File: config.mk
export PLATFORM = sky130hd
export DESIGN_NAME = bfiu_top
export DESIGN_NICKNAME = d
export VERILOG_FILES = /design/src/bfiu_alu.v /design/src/bfiu_top.v
export VERILOG_INCLUDE_DIRS = /design/src /design/src/src
export SDC_FILE = /design/constraint.sdc
export NUM_CORES = 1
export LEC_CHECK = 0
export BUFFER_PORTS_ARGS = -buffer_cell sky130_fd_sc_hd__clkbuf_2
export CORE_MARGIN = 4
export CORE_UTILIZATION = 45
export DETAILED_ROUTE_END_ITERATION = 7
export PLACE_DENSITY = 0.81
export SLEW_MARGIN = 20
export SYNTH_ARGS = -nofsm -noshare
export SYNTH_HDL_FRONTEND = slang
export SYNTH_SLANG_ARGS = --single-unit
File: constraint.sdc
create_clock -name ref_clk -period 2.78 [get_ports ref_clk]
set_clock_uncertainty 0.05 [all_clocks]
set_input_delay 0.278 -clock ref_clk [delete_from_list [all_inputs] [get_ports ref_clk]]
set_output_delay 0.278 -clock ref_clk [all_outputs]
set_load 0.005 [all_outputs]
File: src/bfiu_map.vh
`ifndef BFIU_MAP_VH
`define BFIU_MAP_VH
// AXI4-Lite register byte offsets.
`define BFIU_CTRL_OFS 4'h0
`define BFIU_OPERAND_OFS 4'h4
`define BFIU_RESULT_OFS 4'h8
`define BFIU_FLAGS_OFS 4'hc
// Status flag bit positions.
`define BFIU_C_BIT 0
`define BFIU_Z_BIT 1
`define BFIU_N_BIT 2
`define BFIU_V_BIT 3
`define BFIU_S_BIT 4
`define BFIU_H_BIT 5
`define BFIU_T_BIT 6
`define BFIU_I_BIT 7
// Operation codes, written to the low bits of the control register.
`define BFIU_OP_NOP 5'h00
`define BFIU_OP_ROTATE_LEFT_CARRY 5'h01
`define BFIU_OP_ROTATE_RIGHT_CARRY 5'h02
`define BFIU_OP_ARITH_SHIFT_RIGHT 5'h03
`define BFIU_OP_SWAP 5'h04
`define BFIU_OP_IOSET 5'h05
`define BFIU_OP_IOCLR 5'h06
`define BFIU_OP_BIT_TO_TRANSFER_FLAG 5'h07
`define BFIU_OP_TRANSFER_FLAG_TO_BIT 5'h08
`define BFIU_OP_FSET 5'h09
`define BFIU_OP_FCLR 5'h0a
// Reset values.
`define BFIU_FLAGS_RST 8'h00
`define BFIU_DATA_RST 8'h00
// Execution takes one clock.
`define BFIU_EXEC_CYCLES 1
`endif

File: src/bfiu_alu.v
`timescale 1ns/1ps
`include "bfiu_map.vh"
module bfiu_alu (
  // Operation select and operands.
  input wire [4:0] opCode,
  input wire [2:0] bitSel,
  input wire [7:0] operand,
  input wire [7:0] flagsIn,
  // Results.
  output reg [7:0] result,
  output reg [7:0] flagsOut,
  output reg writesResult
);
  reg [7:0] r;
  reg [7:0] f;
  reg [7:0] mask;
  // Combinational datapath computing result and new flags.
  always @* begin
    r = operand;
    f = flagsIn;
    mask = 8'h01 << bitSel;
    writesResult = 1'b1;
    case (opCode)
      `BFIU_OP_ROTATE_LEFT_CARRY: begin
        r = {operand[6:0], flagsIn[`BFIU_C_BIT]};
        f[`BFIU_C_BIT] = operand[7];
        f[`BFIU_H_BIT] = operand[3];
      end
      `BFIU_OP_ROTATE_RIGHT_CARRY: begin
        r = {flagsIn[`BFIU_C_BIT], operand[7:1]};
        f[`BFIU_C_BIT] = operand[0];
      end
      `BFIU_OP_ARITH_SHIFT_RIGHT: begin
        r = {operand[7], operand[7:1]};
        f[`BFIU_C_BIT] = operand[0];
      end
      `BFIU_OP_SWAP: r = {operand[3:0], operand[7:4]};
      `BFIU_OP_IOSET: r = operand | mask;
      `BFIU_OP_IOCLR: r = operand & ~mask;
      `BFIU_OP_BIT_TO_TRANSFER_FLAG: begin
        f[`BFIU_T_BIT] = operand[bitSel];
        writesResult = 1'b0;
      end
      `BFIU_OP_TRANSFER_FLAG_TO_BIT: begin
        if (flagsIn[`BFIU_T_BIT]) begin
          r = operand | mask;
        end else begin
          r = operand & ~mask;
        end
      end
      // Single-flag set; bitSel picks the flag.
      `BFIU_OP_FSET: begin
        f = flagsIn | mask;
        writesResult = 1'b0;
      end
      `BFIU_OP_FCLR: begin
        f = flagsIn & ~mask;
        writesResult = 1'b0;
      end
      default: writesResult = 1'b0;
    endcase
    // Shift and rotate update Z, N, V and S from the result.
    if (opCode == `BFIU_OP_ROTATE_LEFT_CARRY ||
        opCode == `BFIU_OP_ROTATE_RIGHT_CARRY ||
        opCode == `BFIU_OP_ARITH_SHIFT_RIGHT) begin
      f[`BFIU_Z_BIT] = (r == 8'h00);
      f[`BFIU_N_BIT] = r[7];
      f[`BFIU_V_BIT] = r[7] ^ f[`BFIU_C_BIT];
      f[`BFIU_S_BIT] = r[7] ^ f[`BFIU_V_BIT];
    end
    result = r;
    flagsOut = f;
  end
endmodule // bfiu_alu

File: src/bfiu_top.v
`timescale 1ns/1ps
`include "bfiu_map.vh"
module bfiu_top (
  // Clock and reset.
  input wire ref_clk,
  input wire rst,
  // AXI4-Lite write address.
  input wire [3:0] s_axi_awaddr,
  input wire s_axi_awvalid,
  output reg s_axi_awready,
  // AXI4-Lite write data.
  input wire [31:0] s_axi_wdata,
  input wire [3:0] s_axi_wstrb,
  input wire s_axi_wvalid,
  output reg s_axi_wready,
  // AXI4-Lite write response.
  output reg [1:0] s_axi_bresp,
  output reg s_axi_bvalid,
  input wire s_axi_bready,
  // AXI4-Lite read address.
  input wire [3:0] s_axi_araddr,
  input wire s_axi_arvalid,
  output reg s_axi_arready,
  // AXI4-Lite read data.
  output reg [31:0] s_axi_rdata,
  output reg [1:0] s_axi_rresp,
  output reg s_axi_rvalid,
  input wire s_axi_rready,
  // Live status flags.
  output reg [7:0] statusFlags
);
  localparam [1:0] RESP_OKAY = 2'b00;
  localparam [1:0] RESP_SLVERR = 2'b10;
  reg [3:0] awAddr_r;
  reg awHeld_r;
  reg [31:0] wData_r;
  reg [3:0] wStrb_r;
  reg wHeld_r;
  reg [7:0] ctrl_r;
  reg [7:0] operand_r;
  reg [7:0] result_r;
  reg execGo_r;
  wire [7:0] aluResult;
  wire [7:0] aluFlags;
  wire aluWrites;
  wire doWrite;
  // A write commits once both halves are held and no response waits.
  assign doWrite = awHeld_r && wHeld_r && !s_axi_bvalid;

  bfiu_alu u_alu (
    .opCode(ctrl_r[4:0]),
    .bitSel(ctrl_r[7:5]),
    .operand(operand_r),
    .flagsIn(statusFlags),
    .result(aluResult),
    .flagsOut(aluFlags),
    .writesResult(aluWrites)
  );

  // Address and data channels are captured independently.
  always @(posedge ref_clk or posedge rst) begin
    if (rst) begin
      awHeld_r <= 1'b0;
      awAddr_r <= 4'h0;
      s_axi_awready <= 1'b0;
      wHeld_r <= 1'b0;
      wData_r <= 32'h00000000;
      wStrb_r <= 4'h0;
      s_axi_wready <= 1'b0;
    end else begin
      s_axi_awready <= !awHeld_r && !s_axi_awready;
      s_axi_wready <= !wHeld_r && !s_axi_wready;
      if (s_axi_awvalid && s_axi_awready) begin
        awHeld_r <= 1'b1;
        awAddr_r <= s_axi_awaddr;
      end else if (doWrite) begin
        awHeld_r <= 1'b0;
      end
      if (s_axi_wvalid && s_axi_wready) begin
        wHeld_r <= 1'b1;
        wData_r <= s_axi_wdata;
        wStrb_r <= s_axi_wstrb;
      end else if (doWrite) begin
        wHeld_r <= 1'b0;
      end
    end
  end

  // Register writes, response, and one-clock execution.
  always @(posedge ref_clk or posedge rst) begin
    if (rst) begin
      ctrl_r <= 8'h00;
      operand_r <= `BFIU_DATA_RST;
      result_r <= `BFIU_DATA_RST;
      statusFlags <= `BFIU_FLAGS_RST;
      execGo_r <= 1'b0;
      s_axi_bvalid <= 1'b0;
      s_axi_bresp <= RESP_OKAY;
    end else begin
      execGo_r <= 1'b0;
      if (s_axi_bvalid && s_axi_bready) begin
        s_axi_bvalid <= 1'b0;
      end
      // Execution retires in the cycle after the control write.
      if (execGo_r) begin
        statusFlags <= aluFlags;
        if (aluWrites) begin
          result_r <= aluResult;
        end
      end
      if (doWrite) begin
        s_axi_bvalid <= 1'b1;
        s_axi_bresp <= RESP_OKAY;
        case (awAddr_r)
          `BFIU_CTRL_OFS: begin
            if (wStrb_r[0]) begin
              ctrl_r <= wData_r[7:0];
              execGo_r <= 1'b1;
            end
          end
          `BFIU_OPERAND_OFS: begin
            if (wStrb_r[0]) begin
              operand_r <= wData_r[7:0];
            end
          end
          `BFIU_FLAGS_OFS: begin
            if (wStrb_r[0] && !execGo_r) begin
              statusFlags <= wData_r[7:0];
            end
          end
          `BFIU_RESULT_OFS: s_axi_bresp <= RESP_OKAY;
          default: s_axi_bresp <= RESP_SLVERR;
        endcase
      end
    end
  end

  // Read channel: one read at a time, answered a cycle after acceptance.
  always @(posedge ref_clk or posedge rst) begin
    if (rst) begin
      s_axi_arready <= 1'b0;
      s_axi_rvalid <= 1'b0;
      s_axi_rdata <= 32'h00000000;
      s_axi_rresp <= RESP_OKAY;
    end else begin
      s_axi_arready <= !s_axi_rvalid && !s_axi_arready && !s_axi_arvalid;
      if (s_axi_arvalid && !s_axi_rvalid && !s_axi_arready) begin
        s_axi_arready <= 1'b1;
      end
      if (s_axi_arvalid && s_axi_arready) begin
        s_axi_arready <= 1'b0;
        s_axi_rvalid <= 1'b1;
        s_axi_rresp <= RESP_OKAY;
        case (s_axi_araddr)
          `BFIU_CTRL_OFS: s_axi_rdata <= {24'h000000, ctrl_r};
          `BFIU_OPERAND_OFS: s_axi_rdata <= {24'h000000, operand_r};
          `BFIU_RESULT_OFS: s_axi_rdata <= {24'h000000, result_r};
          `BFIU_FLAGS_OFS: s_axi_rdata <= {24'h000000, statusFlags};
          default: begin
            s_axi_rdata <= 32'h00000000;
            s_axi_rresp <= RESP_SLVERR;
          end
        endcase
      end else if (s_axi_rvalid && s_axi_rready) begin
        s_axi_rvalid <= 1'b0;
      end
    end
  end
endmodule // bfiu_top

# After elaboration in Yosys (flattened, before gate mapping)
# Cells that the tools add are included.
[classes]
magnitude_cmp = 1
n_eq_ne = 16
shift = 1
muxes = 30
n_bitwise = 7
n_reduce_logical = 39
[ops]
columns = ["cell", "n"]
rows = [
  ["8-bit case mux with 7 select lines", 1],
  ["8-bit 2-to-1 mux", 5],
  ["8-bit case mux with 4 select lines", 1],
  ["5-bit by 3-bit == test with 1-bit output (second input constant)", 4],
  ["8-bit AND", 2],
  ["4-bit == test (second input constant)", 4],
  ["8-bit bitwise OR", 2],
  ["5-bit by 4-bit == test with 1-bit output (second input constant)", 3],
  ["1-bit logical AND", 14],
  ["1-bit 2-to-1 mux", 14],
  ["5-bit by 2-bit == test with 1-bit output (second input constant)", 2],
  ["1-bit zero test", 9],
  ["4-bit by 3-bit == test with 1-bit output (second input constant)", 2],
  ["4-bit zero test", 2],
  ["8-bit zero test", 1],
  ["8-bit NOT", 1],
  ["4-bit case mux with 2 select lines", 1],
  ["2-bit nonzero test", 4],
  ["4-bit OR reduction", 2],
  ["1-bit by 3-bit << shifter with 8-bit output (first input constant)", 1],
  ["7-bit OR reduction", 1],
  ["1-bit case mux with 3 select lines", 2],
  ["3-bit AND reduction", 2],
  ["5-bit by 1-bit == test with 1-bit output (second input constant)", 1],
  ["other kinds (10)", 13],
]
[word_totals]
reg_bits = 89
in_bits = 51
out_inout_bits = 49
wordCells = 112

# Longest topological paths before layout
[logic_depth]
depth_word = 12
depth_mapped = 8
depth_no_buf = 6

# Modules after synthesis
# Synthesis repeated with hierarchy kept, for this count alone.
[hier_totals]
hier_cells = 352
hier_area_um2 = 3922.5
[modules_own_cells]
columns = ["module", "n_inst", "cells_each", "area_each_um2", "seq_area_each_um2"]
rows = [
  ["bfiu_top", 1, 195, 2877.8, 1576.5],
  ["bfiu_alu", 1, 157, 1044.8, 0.0],
]

# Least setup slack after synthesis
# No wires, ideal clock.
[synth_timing]
path_type = "register to register"
start = "register ctrl_r[0]"
end = "register statusFlags[3]"
setup_time_ps = 78
arrival_time_ps = 1874
t_required_ps = 2652
slack_ps = 779
stages_incl_launch_ff = 8
n_path_buf = 1
synth_period_minus_slack_ps = 2001
path_cell_list = "dfrtp_1 > buf_6 > mux2_1 > a32o_1 > a21o_1 > a211o_1 > o221a_1 > a21oi_1"
[synth_between]
elab_chain_len = 9
elab_cells_between_ends = 21
classes_between = "eq/ne (9); mux (8); bitwise (1); reduce/logical (3)"
[synth_lines]
columns = ["element", "line_no", "rtl"]
rows = [
  ["start: declaration", "bfiu_top.v:39", "reg [7:0] ctrl_r;"],
  ["start signal: assignment", "bfiu_top.v:117", "ctrl_r <= wData_r[7:0];"],
  ["5-bit by 2-bit == test with 1-bit output", "bfiu_alu.v:23", "case (opCode)"],
  ["2-bit OR reduction (no line)", "n/a", ""],
  ["1-bit case mux with 4 select lines", "bfiu_alu.v:23", ""],
  ["1-bit XOR", "bfiu_alu.v:68", "f[`BFIU_V_BIT] = r[7] ^ f[`BFIU_C_BIT];"],
  ["4-bit 2-to-1 mux (*)", "bfiu_alu.v:63", "if (opCode == `BFIU_OP_ROTATE_LEFT_CARRY ||"],
  ["8-bit 2-to-1 mux (*)", "bfiu_top.v:105", "if (execGo_r) begin"],
  ["8-bit 2-to-1 mux", "bfiu_top.v:127", "if (wStrb_r[0] && !execGo_r) begin"],
  ["8-bit 2-to-1 mux", "bfiu_top.v:114", "case (awAddr_r)"],
  ["8-bit 2-to-1 mux (*)", "bfiu_top.v:111", "if (doWrite) begin"],
  ["end signal: assignment", "bfiu_top.v:95", "statusFlags <= `BFIU_FLAGS_RST;"],
  ["end signal: assignment", "bfiu_top.v:106", "statusFlags <= aluFlags;"],
  ["end signal: assignment", "bfiu_top.v:128", "statusFlags <= wData_r[7:0];"],
  ["end: declaration", "bfiu_top.v:30", "output reg [7:0] statusFlags"],
]
# Every way passes the cells marked *; elsewhere a longest branch is shown, timed or not.
# A chain may end at the register's enable or synchronous reset.

# Worst setup path in the final report
[layout_timing]
start = "register ctrl_r[4]"
end = "register statusFlags[1]"
[layout_between]
elab_chain_len = 8
elab_cells_between_ends = 19
classes_between = "eq/ne (9); mux (7); reduce/logical (3)"
[layout_lines]
columns = ["element", "line_no"]
rows = [
  ["5-bit by 4-bit == test with 1-bit output (tied with other cells)", "bfiu_alu.v:23"],
  ["8-bit case mux with 7 select lines or 1-bit logical OR (tied branches)", "n/a"],
  ["8-bit zero test or 1-bit logical OR (tied branches)", "n/a"],
  ["4-bit 2-to-1 mux (*)", "bfiu_alu.v:63"],
  ["8-bit 2-to-1 mux (*)", "bfiu_top.v:105"],
  ["8-bit 2-to-1 mux", "bfiu_top.v:127"],
  ["8-bit 2-to-1 mux", "bfiu_top.v:114"],
  ["8-bit 2-to-1 mux (*)", "bfiu_top.v:111"],
]
# Marked as above.

==> results.cfg <==
[final_layout]
final_util_pct = 52.6
diodes = 0
drive_above_1_share_pct = 30.9
areaGrowthSynthToFinish_pct = 13.5
nets = 468
fill_cells = 746

[timing]
timing.final.crit_share_pct = 90.2
fin_tns_setup_ns = 0
relSlewSlack_pct = 40.8
layout_min_cycle_time_ns = 2.51
max_freq_mhz = 399
rsz0062_at_grt = no
setup_viol = 0
worstMarginPinSlew_ns = 0.887
finalHoldViolCount = 0
slew_violations = 0

[global_route]
grt.overflow.total = 0
antenna_found_initial = 0
grt_pass1_wl_um = 15500
grt_pass1_vias = 2998
grt_max_degree = 54
grt_usage_pct = 20.1

[pwr]
powerDensity_nw_per_um2 = 1020
ir_worst_vdd_v = 0.000513
p_leak_nw = 1.94

[clock_tree]
clock-sinks = 63
clk_path_buf_depth = 2
cts_tree = built
cts_root_buf = clkbuf_8
cts.clk_slew.worst_paths_ns = 0.07
numCtsBuffers = 9
h-tree-depth = 3
cts.repair.resized = 0
hold_buffers = 0
clk_latency_ns = 0.35
post_cts_buffers = 0

[floorplanning]
rows = 33
core_area_um2 = 8220
die-area_um2 = 9990
start_util_pct = 46.3
chipHeight_um = 100
die_w_um = 100
io-pin-count = 100

[worst_hold_path]
hp-class = in2async

[drt]
detail-route-antenna-nets = 0
dr.pass1.iters = 7
wire_per_inst_um = 18.6
maxUsedRoutingLayer = met4
viasPerCell = 5.95
via_count = 3132
wl_met2_um = 4370
drc = 0
wl_met3_um = 1050
drt_iter0_markers = 363
met1Wirelength_um = 4010
routed_wl_um = 9780

[synthesis]
synth_edf_count = 0
synth_area_per_cell_um2 = 10.5
syn_inst = 362
ys.flop_type = dfrtp_1
synthTopCellsByArea = dfrtp_1, mux2_2, buf_4, mux4_2, o21ai_0
synth_most_common_cell = dfrtp_1
ys_types = 65
yosysTopAreaCellShare_pct = 41.4
synthArstFlopShare_pct = 100
synth_area_um2 = 3800
ys_seq_area_share_pct = 41.4
yosysTopAreaCell = dfrtp_1
yosysWarnings = 0
synth_common_cells = dfrtp_1, nand2_1, buf_4, o21ai_0, mux2_2
ys_ff_latch = 63

[worst_setup_path]
path_max_fanout = 13
worst-r2r-cell-count = 6
r2r_slack_ns = 0.27
critPathArrivalTime_ns = 2.72
reg2reg_to = statusFlags[1]
critical_path_class = reg2reg
endpoint_kind = flop
start_kind = flop
required_ns = 2.99
r2r_start = ctrl_r[4]

[place]
dpl.hpwl_um = 7170
gp_congestion = 0.989
port_buffers = 46

[run_status]
status = finished clean

[flow_run]
drv_cap = 0
## routing by layer
metal,vias to the layer above,track usage [%]
met3,48,5.56
met1,1486,26.7
met4,0,9.45
met2,190,30.5
met5,-,0
li1,1408,-
## cell usage in the layout, fill, tap and decap left out, types with 9 or more instances in the layout
cell type	count
nand2_1	32
clkbuf_2	46
mux4_2	10
dfrtp_1	63
nor2_1	24
clkbuf_8	12
o21ai_0	30
buf_4	14
conb_1	26
mux2_2	29
a21oi_1	9
## state kept, by name (all words and copies together) (netlist names), 4 cells and up
signal	count
awAddr_r	4
ctrl_r	8
operand_r	8
result_r	8
s_axi_rdata	8
statusFlags	8
wData_r	8
## worst max-delay path, stage by stage (launching register included)
cell	delay (ns)
dfrtp_1	0.78
nor3_1	0.20
and2_0	0.29
a221o_1	0.41
a221oi_2	0.26
o2111ai_1	0.19
o31ai_2	0.23
## report_power, final
| part | switching, W | leakage [nW] | internal, W |
|---|---|---|---|
| Clock | 0.000341 | 0.118 | 0.000571 |
| Sequential | 0.000506 | 0.819 | 0.00121 |
| Combinational | 0.000928 | 1.01 | 0.000854 |
## cell type report
type	count	area [um2]	share of cell area, %
flip-flops and latches	63	1580	36.5
multi-input cells	276	2020	46.7
clock inverters	3	65.1	1.51
clock buffers	12	165	3.82
inverters	7	27.5	0.637
well taps	105	131	3.04
repair buffers	60	335	7.76
## worst max-delay path by stage
stage          startpoint        endpoint  cells past startpoint
6_report        ctrl_r[4]  statusFlags[1]                      6
5_1_grt         ctrl_r[0]  statusFlags[1]                      7
4_1_cts         ctrl_r[4]  statusFlags[1]                      6
3_5_place_dp    ctrl_r[4]  statusFlags[1]                      6
3_3_place_gp    ctrl_r[4]  statusFlags[1]                      6
2_1_floorplan   ctrl_r[0]  statusFlags[3]                      7
## kinds of logic after synthesis
| family | share of synthesized area, % |
|---|---|
| simple gates | 17.2 |
| buf+inv | 7.99 |
| mux | 15.9 |
| other cells | 0.0986 |
| compound gates | 17.4 |
| flops | 41.4 |
## metrics by stage
step / area [um2] / power (W) / setup slack, ns / instances / hold slack (ns)
2_1_floorplan: 3900 / 0.00284 / 0.779 / 387 / 0.324
3_3_place_gp: 4090 / 0.00339 / 0.381 / 511 / 0.383
3_5_place_dp: 4090 / 0.00347 / 0.318 / 511 / 0.401
4_1_cts: 4320 / 0.00439 / 0.296 / 526 / 0.0446
5_1_grt: 4320 / 0.00468 / 0.156 / 526 / 0.0841
6_report: 4320 / 0.00441 / 0.272 / 526 / 0.0143
Note: power is estimated with default switching activity, not from simulation.
